--- src/design/mspc_pkg.sv ---
// shared constants for the module static power and cable advertisement block
package mspc_pkg;

  // register indices; byte address is four times the index
  localparam logic [9:0] IDX_POWER_CLASS = 10'h0c8;
  localparam logic [9:0] IDX_MAX_POWER = 10'h0c9;
  localparam logic [9:0] IDX_LINK_LENGTH = 10'h0ca;
  localparam logic [9:0] IDX_PLUG_KIND = 10'h0cb;
  localparam logic [9:0] IDX_LOSS_LOW = 10'h0cc;
  localparam logic [9:0] IDX_LOSS_SECOND = 10'h0cd;
  localparam logic [9:0] IDX_LOSS_THIRD = 10'h0ce;
  localparam logic [9:0] IDX_LOSS_HIGH = 10'h0cf;
  localparam logic [9:0] IDX_RESERVED_PAIR = 10'h0d0;
  localparam logic [9:0] IDX_LANE_BITMAP = 10'h0d2;
  localparam logic [9:0] IDX_OWN_CTRL = 10'h100;
  localparam logic [9:0] IDX_OWN_STATUS = 10'h101;

  // loader byte numbers match the register indices
  localparam logic [7:0] BYTE_POWER_CLASS = 8'hc8;
  localparam logic [7:0] BYTE_LINK_LENGTH = 8'hca;
  localparam logic [7:0] BYTE_PLUG_KIND = 8'hcb;
  localparam logic [7:0] BYTE_LOSS_LOW = 8'hcc;
  localparam logic [7:0] BYTE_LOSS_HIGH = 8'hcf;
  localparam logic [7:0] BYTE_LANE_BITMAP = 8'hd2;

  // storage slots
  localparam logic [2:0] SLOT_POWER = 3'h0;
  localparam logic [2:0] SLOT_LINK = 3'h1;
  localparam logic [2:0] SLOT_PLUG = 3'h2;
  localparam logic [2:0] SLOT_LOSS0 = 3'h3;
  localparam logic [2:0] SLOT_LANE = 3'h7;
  localparam int SLOT_COUNT = 8;

  // field positions
  localparam int CLASS_LSB = 5;
  localparam int SCALE_LSB = 6;
  localparam int BASE_MSB = 5;
  localparam int CTRL_HOLD_BIT = 0;
  localparam int STAT_OVER_BIT = 16;
  localparam int STAT_UNDEF_BIT = 17;
  localparam int STAT_SEP_BIT = 18;
  localparam int STAT_COPPER_BIT = 19;
  localparam int STAT_HOLD_BIT = 20;

  // reset values and codes
  localparam logic [7:0] ADV_RESET = 8'h00;
  localparam logic [7:0] LANE_RESET = 8'hff;
  localparam logic CTRL_HOLD_RESET = 1'b0;
  localparam logic [7:0] LEN_ALL_ONES = 8'hff;
  localparam logic [31:0] WORD_ZERO = 32'h0000_0000;

  // power quantisation, milliwatts per quarter watt
  localparam logic [16:0] QUARTER_WATT_MW = 17'h0_00fa;
  localparam logic [16:0] ROUND_UP_MW = 17'h0_00f9;
  localparam logic [16:0] MAX_UNITS = 17'h0_00ff;

  // length scale factors in decimetres
  localparam logic [9:0] SCALE_TENTH = 10'h001;
  localparam logic [9:0] SCALE_ONE = 10'h00a;
  localparam logic [9:0] SCALE_TEN = 10'h064;
  localparam logic [9:0] SCALE_HUNDRED = 10'h3e8;

endpackage

--- src/design/mspc_power_quant.sv ---
// converts worst-case milliwatts to quarter-watt units, rounded up
`timescale 1ns/10ps
module mspc_power_quant
  import mspc_pkg::*;
(
  input wire logic [15:0] worst_mw,
  output logic [7:0] units
);

  logic [16:0] sum;
  logic [16:0] quot;

  // ceiling divide, saturate at the byte limit
  assign sum = {1'b0, worst_mw} + ROUND_UP_MW;
  assign quot = sum / QUARTER_WATT_MW;
  assign units = (quot > MAX_UNITS) ? 8'hff : quot[7:0];

endmodule

--- src/design/mspc_link_decode.sv ---
// decodes the link length byte into decimetres and flags
`timescale 1ns/10ps
module mspc_link_decode
  import mspc_pkg::*;
(
  input wire logic [7:0] link_byte,
  output logic [15:0] length_dm,
  output logic over_6300,
  output logic undefined
);

  logic [1:0] length_scale_select;
  logic [5:0] length_base_value;

  // scale code to decimetre factor
  function automatic logic [9:0] scale_factor(input logic [1:0] code);
    case (code)
      2'b00: scale_factor = SCALE_TENTH;
      2'b01: scale_factor = SCALE_ONE;
      2'b10: scale_factor = SCALE_TEN;
      default: scale_factor = SCALE_HUNDRED;
    endcase
  endfunction

  assign length_scale_select = link_byte[7:SCALE_LSB];
  assign length_base_value = link_byte[BASE_MSB:0];
  // all ones is a flag, not a coded length
  assign over_6300 = (link_byte == LEN_ALL_ONES);
  assign undefined = (length_base_value == 6'h00) && !over_6300;
  // base times multiplier
  assign length_dm = over_6300 ? 16'h0000 :
    16'({10'h000, length_base_value} * {6'h00, scale_factor(length_scale_select)});

endmodule

--- src/design/mspc_adv_bank.sv ---
// read-only advertisement bank for power, cable length, connector, loss and lanes
`timescale 1ns/10ps
module mspc_adv_bank
  import mspc_pkg::*;
(
  input wire logic pclk,
  input wire logic presetn,
  input wire logic psel,
  input wire logic penable,
  input wire logic pwrite,
  input wire logic [11:0] paddr,
  input wire logic [31:0] pwdata,
  input wire logic [3:0] pstrb,
  output logic [31:0] prdata,
  output logic pready,
  output logic pslverr,
  input wire logic adv_load_valid,
  output logic adv_load_ready,
  input wire logic [7:0] adv_load_byte,
  input wire logic [7:0] adv_load_data,
  input wire logic [15:0] worst_power_mw,
  input wire logic media_separable,
  input wire logic passive_copper
);

  typedef struct packed {
    logic [SLOT_COUNT-1:0][7:0] adv;
    logic hold;
    logic [7:0] max_power;
    logic [31:0] rdata;
    logic slverr;
  } mspc_state_type;

  localparam mspc_state_type ST_RESET = '{
    adv: {LANE_RESET, {(SLOT_COUNT-1){ADV_RESET}}},
    hold: CTRL_HOLD_RESET,
    max_power: ADV_RESET,
    rdata: WORD_ZERO,
    slverr: 1'b0
  };

  mspc_state_type st_ff;
  mspc_state_type nxt_st;
  logic [9:0] idx;
  logic [7:0] quant_units;
  logic [7:0] link_eff;
  logic [15:0] length_dm;
  logic over_6300;
  logic length_undef;
  logic [31:0] status_word;
  logic load_fire;
  logic setup_phase;
  logic access_phase;

  // address mapping
  function automatic logic is_mapped(input logic [9:0] i);
    case (i)
      IDX_POWER_CLASS, IDX_MAX_POWER, IDX_LINK_LENGTH, IDX_PLUG_KIND,
      IDX_LOSS_LOW, IDX_LOSS_SECOND, IDX_LOSS_THIRD, IDX_LOSS_HIGH,
      IDX_RESERVED_PAIR, IDX_LANE_BITMAP, IDX_OWN_CTRL, IDX_OWN_STATUS: is_mapped = 1'b1;
      default: is_mapped = 1'b0;
    endcase
  endfunction

  // loader byte number to storage slot; bytes 201 and 208-209 have no slot
  function automatic logic [3:0] slot_of(input logic [7:0] b);
    logic [7:0] off;
    off = b - BYTE_LOSS_LOW;
    if (b == BYTE_POWER_CLASS) begin
      slot_of = {1'b1, SLOT_POWER};
    end else if (b == BYTE_LINK_LENGTH) begin
      slot_of = {1'b1, SLOT_LINK};
    end else if (b == BYTE_PLUG_KIND) begin
      slot_of = {1'b1, SLOT_PLUG};
    end else if (b >= BYTE_LOSS_LOW && b <= BYTE_LOSS_HIGH) begin
      slot_of = {1'b1, SLOT_LOSS0 + off[2:0]};
    end else if (b == BYTE_LANE_BITMAP) begin
      slot_of = {1'b1, SLOT_LANE};
    end else begin
      slot_of = 4'h0;
    end
  endfunction

  assign idx = paddr[11:2];
  assign setup_phase = psel && !penable;
  assign access_phase = psel && penable;

  // worst-case power from the device's own budget input
  mspc_power_quant u_quant (
    .worst_mw(worst_power_mw),
    .units(quant_units)
  );

  // separable media force the length to zero before decoding
  assign link_eff = media_separable ? ADV_RESET : st_ff.adv[SLOT_LINK];

  mspc_link_decode u_decode (
    .link_byte(link_eff),
    .length_dm(length_dm),
    .over_6300(over_6300),
    .undefined(length_undef)
  );

  // status word shows decoded length and the live configuration
  always_comb begin
    status_word = WORD_ZERO;
    status_word[15:0] = length_dm;
    status_word[STAT_OVER_BIT] = over_6300;
    status_word[STAT_UNDEF_BIT] = length_undef;
    status_word[STAT_SEP_BIT] = media_separable;
    status_word[STAT_COPPER_BIT] = passive_copper;
    status_word[STAT_HOLD_BIT] = st_ff.hold;
  end

  // the loader is stalled while software holds updates
  assign adv_load_ready = !st_ff.hold;
  assign load_fire = adv_load_valid && adv_load_ready;

  // zero-wait slave: data is captured in setup and stands through access
  assign pready = 1'b1;
  assign prdata = st_ff.rdata;
  assign pslverr = st_ff.slverr;

  // next-state logic
  always_comb begin
    logic [3:0] slot;
    slot = slot_of(adv_load_byte);
    nxt_st = st_ff;
    nxt_st.max_power = quant_units;
    nxt_st.slverr = 1'b0;
    if (setup_phase) begin
      nxt_st.slverr = !is_mapped(idx);
      nxt_st.rdata = WORD_ZERO;
      case (idx)
        IDX_POWER_CLASS: nxt_st.rdata[7:0] = {st_ff.adv[SLOT_POWER][7:CLASS_LSB], 5'h00};
        IDX_MAX_POWER: nxt_st.rdata[7:0] = st_ff.max_power;
        IDX_LINK_LENGTH: nxt_st.rdata[7:0] = link_eff;
        IDX_PLUG_KIND: nxt_st.rdata[7:0] = st_ff.adv[SLOT_PLUG];
        IDX_LOSS_LOW, IDX_LOSS_SECOND, IDX_LOSS_THIRD, IDX_LOSS_HIGH: begin
          // loss figures only for passive copper
          if (passive_copper) begin
            nxt_st.rdata[7:0] = st_ff.adv[SLOT_LOSS0 + idx[2:0] - IDX_LOSS_LOW[2:0]];
          end else begin
            nxt_st.rdata[7:0] = ADV_RESET;
          end
        end
        IDX_RESERVED_PAIR: nxt_st.rdata = WORD_ZERO;
        IDX_LANE_BITMAP: nxt_st.rdata[7:0] = st_ff.adv[SLOT_LANE];
        IDX_OWN_CTRL: nxt_st.rdata[CTRL_HOLD_BIT] = st_ff.hold;
        IDX_OWN_STATUS: nxt_st.rdata = status_word;
        default: nxt_st.rdata = WORD_ZERO;
      endcase
    end
    // only the control word takes writes; advertisement writes are dropped
    if (access_phase && pwrite && idx == IDX_OWN_CTRL && pstrb[0]) begin
      nxt_st.hold = pwdata[CTRL_HOLD_BIT];
    end
    // device-side loader fills the advertised bytes
    if (load_fire && slot[3]) begin
      if (slot[2:0] == SLOT_POWER) begin
        nxt_st.adv[SLOT_POWER] = {adv_load_data[7:CLASS_LSB], 5'h00};
      end else begin
        nxt_st.adv[slot[2:0]] = adv_load_data;
      end
    end
  end

  // state register
  always_ff @(posedge pclk or negedge presetn) begin
    if (!presetn) begin
      st_ff <= ST_RESET;
    end else begin
      st_ff <= nxt_st;
    end
  end
endmodule

--- config.mk ---
export PLATFORM = sky130hd
export DESIGN_NAME = mspc_adv_bank
export DESIGN_NICKNAME = d
export VERILOG_FILES = /design/src/design/mspc_pkg.sv /design/src/design/mspc_power_quant.sv /design/src/design/mspc_link_decode.sv /design/src/design/mspc_adv_bank.sv
export SDC_FILE = /design/constraint.sdc
export NUM_CORES = 1
export LEC_CHECK = 0
export ABC_AREA = 1
export BUFFER_PORTS_ARGS = -buffer_cell sky130_fd_sc_hd__buf_2
export CAP_MARGIN = 30
export CORE_ASPECT_RATIO = 0.8
export CORE_MARGIN = 2
export CORE_UTILIZATION = 30
export CTS_CLUSTER_SIZE = 40
export DETAILED_ROUTE_END_ITERATION = 7
export GPL_TIMING_DRIVEN = 0
export PLACE_DENSITY_LB_ADDON = 0.08
export RECOVER_POWER = 25
export SYNTH_ARGS = -nofsm -noshare
export SYNTH_HDL_FRONTEND = slang
export SYNTH_SLANG_ARGS = --single-unit
--- constraint.sdc ---
create_clock -name pclk -period 7.25 [get_ports pclk]
set_input_delay 0.725 -clock pclk [delete_from_list [all_inputs] [get_ports pclk]]
set_output_delay 0.725 -clock pclk [all_outputs]
set_load 0.01 [all_outputs]
==> Flow_metrics.wiki, run 1 <==
{| class="wikitable"
! Metric !! Value
|-
| Site row count || 55
|-
| Clock root buffer || clkbuf_16
|-
| Switching share of power || 0.391
|-
| Worst-Skew Late Latency || between 300 and 400 ps
|-
| Width of the die || ~190 um
|-
| Antenna-violating nets left || 0
|-
| Worst EP required || about 7500 ps
|-
| Clock tree from TritonCTS || done
|-
| Top cell type by total area after synthesis || dfrtp_1
|-
| Part of the power in combinational logic || 0.354
|-
| Maximum vdd ir drop || between 0.1 and 0.15 mV
|-
| Post-Place Cells || about 1700
|-
| Signal arrival time at the worst endpoint || about 6500 ps
|-
| Detailed router's first-iteration violation count || approximately 480
|-
| Total CTS buffers || 9
|-
| Sequential-to-total area share from yosys stat || 0.275
|-
| Sequential group share of total power || 0.331
|-
| Critical Path Start Type || input port
|-
| Combined global-route utilization of all metal layers || 0.169
|-
| Least setup slack across all paths after layout || ~1100 ps
|-
| Clock tree sinks || 95
|-
| Length of the first detailed-routing pass in iterations || 5
|-
| Post-DP HPWL || around 20000 um
|-
| Ratio of cells with drive above 1 in the final layout || 0.165
|-
| Violated checks || max-capacitance violations, max-slew violations
|-
| Source of the critical timing path || worst_power_mw[0]
|-
| Cell count after synthesis || 1255
|-
| Leftover overflow at the end of global routing || 0
|-
| Number of top-level design ports || 123
|-
| Syn-to-layout area delta || 14.0%
|-
| Total net switching power || roughly 650 uW
|-
| Crit Path Class || input port to flop
|-
| IO Port Bufs || 74
|-
| Cell class contributing the biggest share of worst-path delay || simple AND/OR/NAND/NOR gates
|-
| Delay contributed by the slowest stage of the critical path || 290 ps
|-
| Initial Util || 0.306
|-
| Area share of the largest cell type after synthesis || 0.251
|-
| Max Freq || between 150 and 200 MHz
|-
| Net count of the finished layout || 1509
|-
| Mean area per synthesized cell || just under 7 um^2
|-
| Final WL || approximately 24000 um
|-
| Setup_tns || 0 ps
|-
| Number of cells upsized or downsized after cts || 0
|-
| Wire length of the first global-routing pass || 40900 um
|-
| WP buf/inv || 10
|-
| Yosys Warn Count || 0
|-
| Count of H-tree levels built during CTS || 3
|-
| Share of async-settable or async-resettable flops after synthesis || 1.00
|-
| Final Hold Viols || 0
|-
| Util after Layout || 0.349
|-
| Element type at the critical path end || flop
|-
| Count leader, synth || nand2_1
|-
| Final instance count without filler cells || 1728
|-
| Min-Delay Path Class || flop to flop
|-
| Leading cell types by total area after synthesis || dfrtp_1 25%, nand2_1 12%, inv_1 9.3%, fa_1 6.2%, ha_1 5.9%
|-
| Pleak || 0.00521 uW
|-
| Slew Limit Headroom || -1.32
|-
| Post-layout instance area || approximately 0.0099 mm^2
|-
| #FFs+latches synth || 95
|-
| Post-DP Area || around 0.0096 mm^2
|-
| Vias in the first global route || 7749
|-
| Flip-flop cell with the highest count after synthesis || dfrtp_1
|-
| Number of library cell types mapped by synthesis || 53
|-
| Final-layout fill cell count || ~3100
|-
| Power per standard cell area || 169 mW/mm^2
|-
| Reg-to-Reg Start || st_ff[57]$_DFFE_PN0P_
|-
| Clock power frac || 0.315
|-
| Clock-pin slew of the registers on the worst-case setup and hold paths || about 80 ps
|-
| List of most frequent post-synthesis cells || 273 x nand2_1, 215 x inv_1, 120 x nor2_1
|-
| Max Cap Viol || 2
|-
| Total via count after detailed routing || 7884
|-
| Minimum period implied by the final worst setup slack || between 6000 and 7000 ps
|-
| Hold bufs inserted after CTS || 0
|-
| Slowest library cell on the worst path || nor2_1
|-
| Status || finished, violations left
|-
| Area of the placeable core || 0.0284 mm^2
|-
| Pin count of the biggest net entering global routing || 64
|-
| Pins Over Slew Limit || 98
|-
| RePlAce Congestion || between 0.8 and 0.9
|-
| Number of synthesized flops with an enable pin || 0
|-
| Critical path peak fanout || 10
|-
| Final antenna diode count || 0
|-
| Chip Height || 156 um
|-
| Final count of negative-setup-slack endpoints || 0
|-
| Routed wire per std cell || about 14 um
|-
| Buffers inserted by post-CTS timing repair || 0
|-
| Most common cell on crit path || nand2_1
|-
| Area occupied by registers || 0.00239 mm^2
|-
| Clock Tree Buf Depth || 2
|-
| Clock skew after layout || about 12 ps
|-
| Detailed-route DRC error count || 0
|-
| Least-Margin Pin Slew || approximately 3500 ps
|-
| Internal power || 1020 uW
|-
| Area of the mapped netlist || between 0.008 and 0.009 mm^2
|-
| Origin of the worst min-delay path || st_ff[45]$_DFFE_PN0P_
|-
| Pre-CTS setup slack || 629 ps
|-
| Unrepaired setup endpoints after global routing || false
|-
| Die area || slightly above 0.03 mm^2
|-
| Multi-input gate area || a little over 0.005 mm^2
|-
| Initial antenna violation count || 0
|-
| Final critical-path share of the clock period || 0.854
|-
| Vias per std cell || between 4 and 5
|}
## final cells by class
class	instances	share of cell area
plain buffers	53	0.0338
inverters	237	0.0899
repair buffers	77	0.0392
clock inverters	7	0.0101
well taps	370	0.0468
flip-flops and latches	95	0.241
multi-input cells	880	0.516
clock buffers	9	0.0228
## cells by family (layout without fill, tap and decap cells)
logic type / Yosys count / in the layout / share of synthesized area
AND/OR/NAND/NOR: 558 / 558 / 0.292
buffers and inverters: 290 / 383 / 0.141
AO/OA/AOI/OAI: 212 / 212 / 0.137
flip-flops: 95 / 95 / 0.275
adder cells (fa/ha/maj): 68 / 68 / 0.121
XOR/XNOR: 18 / 18 / 0.0182
multiplexers: 12 / 12 / 0.0150
other: 2 / 12 / 0.000865
## state kept, by name (all words and copies together) (netlist names)
register,flops
st_ff,73
prdata,21
pslverr,1
## worst min-delay path, delay by kind of cell, from the launching register on
family / cells / cell delay [ps]
buf+inv: 1 / 40
flops: 1 / 340
simple gates: 1 / 50
## path summary, 6_finish.rpt
path,to,slack (ps),cells past startpoint
max in group asynchronous,st_ff[33]$_DFF_PN0_,2330,2
worst min-delay path,st_ff[45]$_DFFE_PN0P_,470,2
worst min register to register,st_ff[45]$_DFFE_PN0P_,470,2
min in group asynchronous,st_ff[73]$_DFFE_PN0P_,850,1
worst max-delay path,st_ff[33]$_DFF_PN0_,1060,57
worst max register to register,prdata[15]$_DFFE_PN0P_,1860,32
## cell usage in the layout, fill, tap and decap left out, types with 3 or more instances in the layout
| master | netlist | final |
|---|---|---|
| nand3b_1 | 4 | 4 |
| nand4_1 | 13 | 13 |
| dfstp_2 | 8 | 8 |
| nor4_1 | 7 | 7 |
| xor2_1 | 16 | 16 |
| nand3_2 | 9 | 9 |
| inv_2 | 21 | 21 |
| o21ai_0 | 101 | 101 |
| clkbuf_1 | 17 | 19 |
| nor2_1 | 120 | 120 |
| nand2_1 | 273 | 273 |
| nor2_2 | 8 | 8 |
| conb_1 | 2 | 12 |
| inv_1 | 215 | 215 |
| mux2_2 | 8 | 8 |
| fa_1 | 27 | 27 |
| ha_1 | 41 | 41 |
| nand2_4 | 6 | 6 |
| nor3_1 | 17 | 17 |
| o31ai_1 | 5 | 5 |
| buf_2 | 0 | 74 |
| o22ai_1 | 6 | 6 |
| clkbuf_16 | 0 | 9 |
| o21ai_1 | 11 | 11 |
| mux2i_1 | 4 | 4 |
| a21oi_1 | 60 | 60 |
| nand3_1 | 65 | 65 |
| dfrtp_1 | 87 | 87 |
| a221oi_1 | 4 | 4 |
| o21bai_1 | 6 | 6 |
| nand2_2 | 22 | 22 |
| a31oi_1 | 3 | 3 |
| nor2_4 | 7 | 7 |
| buf_4 | 33 | 33 |
## per-stage QoR
stage                     power (uW)  hold WS [ps]
after floorplan                 1020           429
after global routing            1790           492
final                           1670           469
after detailed placement        1160           452
after CTS                       1700           331
after global placement          1160           449
## per-layer routing
metal	global-route usage	vias to the layer above	wire [um]
met4	0.0335	0	211
met3	0.0186	12	839
met5	0	-	0
li1	-	4129	-
met1	0.250	3602	13100
met2	0.266	141	10300
## power by group through the flow
| stage | combinational, uW | clock (uW) | sequential [uW] |
|---|---|---|---|
| after detailed placement | 598 | 0 | 565 |
| after floorplan | 458 | 0 | 559 |
| after global routing | 675 | 563 | 555 |
| after CTS | 600 | 543 | 555 |
| after global placement | 592 | 0 | 565 |
| final | 593 | 527 | 555 |
Power figures use the tool's default switching activity.
==> run 2, diff against run 1 <==
Settings changed: CAP_MARGIN 30 to 20, PLACE_DENSITY_LB_ADDON 0.08 to unset.
Clock period 7.25 ns to 6.3 ns, I/O delays scaled along.
==> run 2 against run 1 <==
Effect of this change:
- power increased by 14%
- the run still ends with max-capacitance violations, max-slew violations left
- design area increased by 1.4%
- worst setup slack worse by 480 ps
- hold slack got worse by 5.3 ps
- combinational power grew 26%
- via count grew 2.7%
- sequential power increased by 15%
==> Flow_metrics.wiki, run 2 (synthesis gave the netlist of run 1 again) <==
{| class="wikitable"
! Metric !! Value
|-
| IO Port Bufs || 74 (unchanged)
|-
| Clock Tree Buf Depth || 2 (unchanged)
|-
| Final WL || 23000 um (was 24500 um)
|-
| Critical path peak fanout || 10 (unchanged)
|-
| Detailed router's first-iteration violation count || 625 (was 484)
|-
| Final Hold Viols || 0 (unchanged)
|-
| Cell count of the worst reg-to-reg path || 32 (unchanged)
|-
| Pre-CTS setup slack || -32.3 ps (was 629 ps)
|-
| Antenna-violating nets left || 0 (unchanged)
|-
| Chip Height || 156 um (unchanged)
|-
| Width of the die || 194 um (unchanged)
|-
| Hold bufs inserted after CTS || 0 (unchanged)
|-
| Most used cells in the layout excluding fill and tap cells || 265 x nand2_1, 213 x inv_1, 115 x nor2_1 (was 273 x nand2_1, 215 x inv_1, 120 x nor2_1)
|-
| Final-layout fill cell count || 3083 (was 3135)
|-
| Length of the first detailed-routing pass in iterations || 5 (unchanged)
|-
| Pins Over Slew Limit || 98 (unchanged)
|-
| Pin count of the biggest net entering global routing || 69 (was 64)
|-
| Slowest library cell on the worst path || ha_2 (was nor2_1)
|-
| Net count of the finished layout || 1518 (was 1509)
|-
| Vias per std cell || 4.66 (was 4.56)
|-
| Total CTS buffers || 9 (unchanged)
|-
| Post-layout instance area || 0.0100 mm^2 (was 0.00989 mm^2)
|-
| Pleak || 0.00525 uW (was 0.00521 uW)
|-
| Initial Util || 0.306 (unchanged)
|-
| Max Freq || 175 MHz
|-
| Syn-to-layout area delta || 15.5% (was 14.0%)
|-
| Critical Path Start Type || input port (unchanged)
|-
| Combined global-route utilization of all metal layers || 0.154 (was 0.169)
|-
| Post-DP HPWL || 18400 um (was 20200 um)
|-
| Hold Slack || 463 ps (was 469 ps)
|-
| Power per standard cell area || 191 mW/mm^2 (was 169 mW/mm^2)
|-
| Delay contributed by the slowest stage of the critical path || 190 ps (was 290 ps)
|-
| Die area || 0.0303 mm^2 (unchanged)
|-
| Leftover overflow at the end of global routing || 0 (unchanged)
|-
| Violated checks || max-capacitance violations, max-slew violations (unchanged)
|-
| RePlAce Congestion || 0.853 (was 0.813)
|-
| Count of H-tree levels built during CTS || 3 (unchanged)
|-
| Number of top-level design ports || 123 (unchanged)
|-
| Most common cell after layout, fill and taps aside || nand2_1 (unchanged)
|-
| Status || finished, violations left (unchanged)
|-
| Detailed-route DRC error count || 0 (unchanged)
|-
| Clock tree from TritonCTS || done (unchanged)
|-
| Final count of negative-setup-slack endpoints || 0 (unchanged)
|-
| Ratio of cells with drive above 1 in the final layout || 0.189 (was 0.165)
|-
| Worst-Skew Late Latency || 360 ps (about the same)
|-
| Total via count after detailed routing || 8095 (was 7884)
|-
| Least setup slack across all paths after layout || 581 ps (was 1060 ps)
|-
| Most common cell on crit path || nand2_2 (was nand2_1)
|-
| Final critical-path share of the clock period || 0.908
|-
| Crit Path Class || input port to flop (unchanged)
|-
| Clock skew after layout || 6.89 ps (was 12.0 ps)
|-
| Clock-pin slew of the registers on the worst-case setup and hold paths || 70 ps (was 80 ps)
|-
| Initial antenna violation count || 0 (unchanged)
|-
| Largest register FFs || 73 (unchanged)
|-
| Largest Register || st_ff (unchanged)
|-
| Element type at the critical path end || flop (unchanged)
|-
| Worst hold path depth || 2 (unchanged)
|-
| Clock tree sinks || 95 (unchanged)
|-
| Vias in the first global route || 7647 (was 7749)
|-
| Slew Limit Headroom || -1.46 (was -1.32)
|-
| R2R Setup Slk || 850 ps (was 1860 ps)
|-
| Overall power consumption || 1910 uW (was 1670 uW)
|-
| Wire length of the first global-routing pass || 38400 um (was 40900 um)
|-
| Max Cap Viol || 2 (unchanged)
|-
| Worst EP required || 6530 ps (was 7500 ps)
|-
| Final antenna diode count || 0 (unchanged)
|-
| Area of the placeable core || 0.0284 mm^2 (unchanged)
|-
| Site row count || 55 (unchanged)
|-
| Minimum period implied by the final worst setup slack || 5720 ps
|-
| Min-Delay Path Class || flop to flop (unchanged)
|-
| Post-DP Area || 0.00958 mm^2 (was 0.00960 mm^2)
|-
| Routed wire per std cell || 13.2 um (was 14.2 um)
|-
| Setup_tns || 0 ps (unchanged)
|-
| Clock root buffer || clkbuf_16 (unchanged)
|-
| Maximum vdd ir drop || 0.101 mV (was 0.117 mV)
|-
| Least-Margin Pin Slew || 3690 ps (was 3480 ps)
|-
| Signal arrival time at the worst endpoint || 5950 ps (was 6450 ps)
|}
run 2: cell types whose count changed in the layout (fill, tap and decap cells not counted), moves of 4 or more:
| cell | delta |
|---|---|
| nand2_1 | -8 |
| nand3_1 | -5 |
| nor2_1 | -5 |
| nand2_2 | +7 |
| nand3_2 | +4 |
| buf_4 | +9 |
run 2: area by class of cell:
type	instances	area, um^2	share of cell area
Clock buffer	10	229	0.0228
Buffer	53	334	0.0333
Sequential cell	95	2390	0.238
Timing Repair Buffer	86	453	0.0452
Clock inverter	6	45.0	0.00449
Multi-Input combinational cell	880	5220	0.521
Tap cell	370	463	0.0462
Inverter	237	893	0.0891
run 2: report_power, final:
part	switching (uW)	internal [uW]
Sequential	11.4	628
Combinational	492	255
Clock	253	271
run 2: what timing repair did:
item	CTS	global route
setup endpoints to repair	0	2
gates resized for setup	0	32
hold endpoints to repair	0	0
setup buffers	0	9
run 2: critical path: cells and delay by family:
kind / cells / cell delay (ps)
AO/OA/AOI/OAI: 1 / 180
AND/OR/NAND/NOR: 48 / 4440
adder cells (fa/ha/maj): 1 / 190
buffers and inverters: 7 / 460
run 2: path summary, 6_finish.rpt:
check,endpoint,startpoint
setup / recovery,st_ff[33]$_DFF_PN0_,worst_power_mw[0]
hold / removal,st_ff[45]$_DFFE_PN0P_,st_ff[45]$_DFFE_PN0P_
setup reg to reg,prdata[15]$_DFFE_PN0P_,st_ff[57]$_DFFE_PN0P_
hold reg to reg,st_ff[45]$_DFFE_PN0P_,st_ff[45]$_DFFE_PN0P_
max in group asynchronous,prdata[17]$_DFFE_PN0P_,presetn
min in group asynchronous,st_ff[66]$_DFFE_PN0P_,presetn
run 2: metal layers:
layer	vias up	wire length, um	GRT usage
met3	19	1130	0.0162
met2	185	10100	0.246
met4	0	244	0.0375
li1	4146	-	-
met1	3745	11500	0.223
met5	-	0	0
run 2: stage by stage:
| stage | utilization | cells |
|---|---|---|
| floorplan | - | 1265 |
| global placement | 0.337 | 1709 |
| detailed placement | 0.338 | 1710 |
| CTS | 0.348 | 1726 |
| global route | 0.354 | 1737 |
| finish | 0.354 | 1737 |
==> run 3, diff against run 2 <==
Settings changed: SKIP_CTS_REPAIR_TIMING set to 1, SYNTH_HIERARCHICAL set to 1.
==> run 3 against run 2 <==
Effect of this change:
- the run still ends with max-capacitance violations, max-slew violations left
- register-to-register slack gained 790 ps
- hold slack better by 1.0 ps
- design area increased by 14%
- power increased by 8.9%
- sequential share of layout area decreased by 3.0 points
- area after synthesis increased by 16%
- critical path type unchanged
==> Flow_metrics.wiki, run 3 <==
{| class="wikitable"
! Metric !! Value
|-
| Clock tree sinks || 95 (unchanged)
|-
| Least-Margin Pin Slew || 2970 ps (was 3690 ps)
|-
| Met2 WL post-DR || 12700 um (was 10100 um)
|-
| Area of the placeable core || 0.0328 mm^2 (was 0.0284 mm^2)
|-
| Violated checks || max-capacitance violations, max-slew violations (unchanged)
|-
| Origin of the worst min-delay path || st_ff[98]$_DFFE_PN1P_ (was st_ff[45]$_DFFE_PN0P_)
|-
| Final WL || 29200 um (was 23000 um)
|-
| Area of the mapped netlist || 0.0101 mm^2 (was 0.00868 mm^2)
|-
| Element type at the critical path end || flop (unchanged)
|-
| Final Hold Viols || 0 (unchanged)
|-
| Setup_tns || 0 ps (unchanged)
|-
| Mean area per synthesized cell || 6.42 um^2 (was 6.92 um^2)
|-
| Clock power frac || 0.265 (was 0.274)
|-
| Maximum vdd ir drop || 0.110 mV (was 0.101 mV)
|-
| Most common cell after layout, fill and taps aside || nand2_1 (unchanged)
|-
| Detailed-route DRC error count || 0 (unchanged)
|-
| Area share of the largest cell type after synthesis || 0.217 (was 0.251)
|-
| RePlAce Congestion || 0.920 (was 0.853)
|-
| Clock-pin slew of the registers on the worst-case setup and hold paths || 70 ps (about the same)
|-
| IO Port Bufs || 71 (was 74)
|-
| Initial antenna violation count || 0 (unchanged)
|-
| Top routing layer in use || met4 (unchanged)
|-
| List of most frequent post-synthesis cells || 508 x nand2_1, 211 x inv_1, 152 x nor2_1 (was 273 x nand2_1, 215 x inv_1, 120 x nor2_1)
|-
| Initial Util || 0.307 (was 0.306)
|-
| Flip-flop cell with the highest count after synthesis || dfrtp_1 (unchanged)
|-
| Power per standard cell area || 181 mW/mm^2 (was 191 mW/mm^2)
|-
| Combined global-route utilization of all metal layers || 0.168 (was 0.154)
|-
| Count of H-tree levels built during CTS || 3 (unchanged)
|-
| Minimum period implied by the final worst setup slack || 5880 ps (was 5720 ps)
|-
| Total net switching power || 878 uW (was 756 uW)
|-
| Clock skew after layout || 15.0 ps (was 6.89 ps)
|-
| Leftover overflow at the end of global routing || 0 (unchanged)
|-
| Length of the first detailed-routing pass in iterations || 5 (unchanged)
|-
| Sequential-to-total area share from yosys stat || 0.237 (was 0.275)
|-
| Slew Limit Headroom || -0.980 (was -1.46)
|-
| Crit Path Class || input port to flop (unchanged)
|-
| Slowest library cell on the worst path || ha_1 (was ha_2)
|-
| Net count of the finished layout || 1827 (was 1518)
|-
| Clock root buffer || clkbuf_16 (unchanged)
|-
| Yosys Warn Count || 6 (was 0)
|-
| Status || finished, violations left (unchanged)
|-
| Pleak || 0.00655 uW (was 0.00525 uW)
|-
| Clock Tree Buf Depth || 2 (unchanged)
|-
| Site row count || 59 (was 55)
|-
| Max Cap Viol || 2 (unchanged)
|-
| Number of top-level design ports || 123 (unchanged)
|-
| Util after Layout || 0.350 (was 0.354)
|-
| Internal power || 1200 uW (was 1150 uW)
|-
| Final critical-path share of the clock period || 0.933 (was 0.908)
|-
| Min-Delay Path Class || flop to flop (unchanged)
|-
| Width of the die || 209 um (was 194 um)
|-
| R2R Setup Slk || 1640 ps (was 850 ps)
|-
| Detailed router's first-iteration violation count || 755 (was 625)
|-
| Clock tree from TritonCTS || done (unchanged)
|-
| Worst-Skew Late Latency || 370 ps (was 360 ps)
|-
| Final antenna diode count || 0 (unchanged)
|-
| Cell count after synthesis || 1566 (was 1255)
|-
| Sum of routed wire segments on met1 || 14500 um (was 11500 um)
|-
| Sequential group share of total power || 0.304 (was 0.335)
|-
| Final-layout fill cell count || 3578 (was 3083)
|-
| Largest Register || st_ff (unchanged)
|-
| Antenna-violating nets left || 0 (unchanged)
|-
| Final count of negative-setup-slack endpoints || 0 (unchanged)
|-
| Top cell type by total area after synthesis || dfrtp_1 (unchanged)
|-
| Routed wire per std cell || 13.9 um (was 13.2 um)
|-
| Reg-to-Reg Start || st_ff[56]$_DFFE_PN0P_ (was st_ff[57]$_DFFE_PN0P_)
|-
| Delay contributed by the slowest stage of the critical path || 220 ps (was 190 ps)
|-
| Pins Over Slew Limit || 98 (unchanged)
|-
| Number of library cell types mapped by synthesis || 46 (was 53)
|-
| Most common cell on crit path || nand2_1 (was nand2_2)
|-
| Post-DP HPWL || 23700 um (was 18400 um)
|-
| Cell count of the worst reg-to-reg path || 21 (was 32)
|-
| #FFs+latches synth || 95 (unchanged)
|-
| Signal arrival time at the worst endpoint || 6120 ps (was 5950 ps)
|-
| Switching share of power || 0.422 (was 0.396)
|-
| Die area || 0.0350 mm^2 (was 0.0303 mm^2)
|-
| Vias per std cell || 4.76 (was 4.66)
|-
| Endpoint, Worst Hold || st_ff[98]$_DFFE_PN1P_ (was st_ff[45]$_DFFE_PN0P_)
|-
| Chip Height || 168 um (was 156 um)
|-
| Area occupied by registers || 0.00239 mm^2 (unchanged)
|-
| Share of async-settable or async-resettable flops after synthesis || 1.00 (unchanged)
|-
| Max Freq || 170 MHz (was 175 MHz)
|-
| Leading cell types by total area after synthesis || dfrtp_1 22%, nand2_1 19%, inv_1 7.9%, nand3_1 7.2%, nor2_1 5.7% (was dfrtp_1 25%, nand2_1 12%, inv_1 9.3%, fa_1 6.2%, ha_1 5.9%)
|-
| Worst flop-to-flop path endpoint || prdata[12]$_DFFE_PN0P_ (was prdata[15]$_DFFE_PN0P_)
|-
| Total CTS buffers || 9 (unchanged)
|-
| Syn-to-layout area delta || 14.2% (was 15.5%)
|-
| Pre-CTS setup slack || 27.6 ps (was -32.3 ps)
|-
| Worst hold path depth || 2 (unchanged)
|-
| Total via count after detailed routing || 10000 (was 8095)
|-
| Ratio of cells with drive above 1 in the final layout || 0.190 (was 0.189)
|-
| Critical path peak fanout || 7 (was 10)
|-
| Largest register FFs || 73 (unchanged)
|-
| Vias in the first global route || 9308 (was 7647)
|-
| Part of the power in combinational logic || 0.430 (was 0.391)
|-
| Total length of routed met3 wires || 1540 um (was 1130 um)
|-
| Most used cells in the layout excluding fill and tap cells || 495 x nand2_1, 208 x inv_1, 149 x nor2_1 (was 265 x nand2_1, 213 x inv_1, 115 x nor2_1)
|-
| Critical Path Start Type || input port (unchanged)
|-
| Pin count of the biggest net entering global routing || 55 (was 69)
|-
| Multi-input gate area || 0.00644 mm^2 (was 0.00522 mm^2)
|-
| Worst EP required || 6540 ps (was 6530 ps)
|-
| Count leader, synth || nand2_1 (unchanged)
|-
| Least setup slack across all paths after layout || 419 ps (was 581 ps)
|-
| Wire length of the first global-routing pass || 47800 um (was 38400 um)
|-
| Number of synthesized flops with an enable pin || 0 (unchanged)
|}
-- run 3: cell count changes in the layout (fill, tap and decap cells not counted), sizes merged, moves of 8 or more --
cell / previous run / this run
nand4: 13 / 39
nand2: 301 / 543
nand3: 76 / 161
nor2: 135 / 187
buf: 118 / 138
mux2: 8 / 0
nor3: 17 / 8
a21oi: 62 / 32
o21ai: 113 / 70
-- run 3: routing by layer --
metal / vias up / GRT usage
met1: 4668 / 0.249
met2: 255 / 0.263
met3: 27 / 0.0161
met4: 0 / 0.0401
met5: - / 0
li1: 5055 / -
-- run 3: stage by stage --
step                      power, uW  hold slack (ps)  instance area, um^2  std cells
after floorplan                1290              334                10100       1576
after detailed placement       1470              454                11000       2075
after global routing           2230              495                11500       2102
final                          2080              464                11500       2102
after global placement         1460              449                11000       2074
after CTS                      2020              282                11300       2091
-- run 3: power groups by stage --
stage / combinational [uW] / clock, uW / sequential (uW)
6_report: 895 / 552 / 633
5_1_grt: 1020 / 582 / 635
4_1_cts: 829 / 559 / 634
3_5_place_dp: 826 / 0 / 646
3_3_place_gp: 816 / 0 / 645
2_1_floorplan: 653 / 0 / 642
-- run 3: how the worst max path moves through the flow --
stage / start / end / slack, ps / cells past startpoint
2_1_floorplan: worst_power_mw[0] / st_ff[33]$_DFF_PN0_ / 1020 / 52
3_3_place_gp: worst_power_mw[0] / st_ff[33]$_DFF_PN0_ / 100 / 51
3_5_place_dp: worst_power_mw[0] / st_ff[33]$_DFF_PN0_ / 30 / 53
4_1_cts: worst_power_mw[0] / st_ff[33]$_DFF_PN0_ / 390 / 53
5_1_grt: worst_power_mw[0] / st_ff[33]$_DFF_PN0_ / -90 / 53
6_report: worst_power_mw[0] / st_ff[33]$_DFF_PN0_ / 420 / 52
-- run 3: cell type report --
| cell class | instances | area share |
|---|---|---|
| Clock inverter | 7 | 0.00578 |
| Multi-Input combinational cell | 1171 | 0.561 |
| Clock buffer | 9 | 0.0196 |
| Timing Repair Buffer | 83 | 0.0384 |
| Buffer | 71 | 0.0429 |
| Sequential cell | 95 | 0.208 |
| Inverter | 239 | 0.0781 |
| Tap cell | 427 | 0.0465 |
-- run 3: critical path, delay by kind of cell --
kind                     cells  cell delay, ps
AND/OR/NAND/NOR             40            4070
buffers and inverters        7             660
AO/OA/AOI/OAI                4             540
adder cells (fa/ha/maj)      1             220
-- run 3: cells by family after synthesis --
logic type | synth area share
AND/OR/NAND/NOR | 0.429
buffers and inverters | 0.138
AO/OA/AOI/OAI | 0.0740
flip-flops | 0.237
adder cells (fa/ha/maj) | 0.106
XOR/XNOR | 0.0148
other | 0.000747
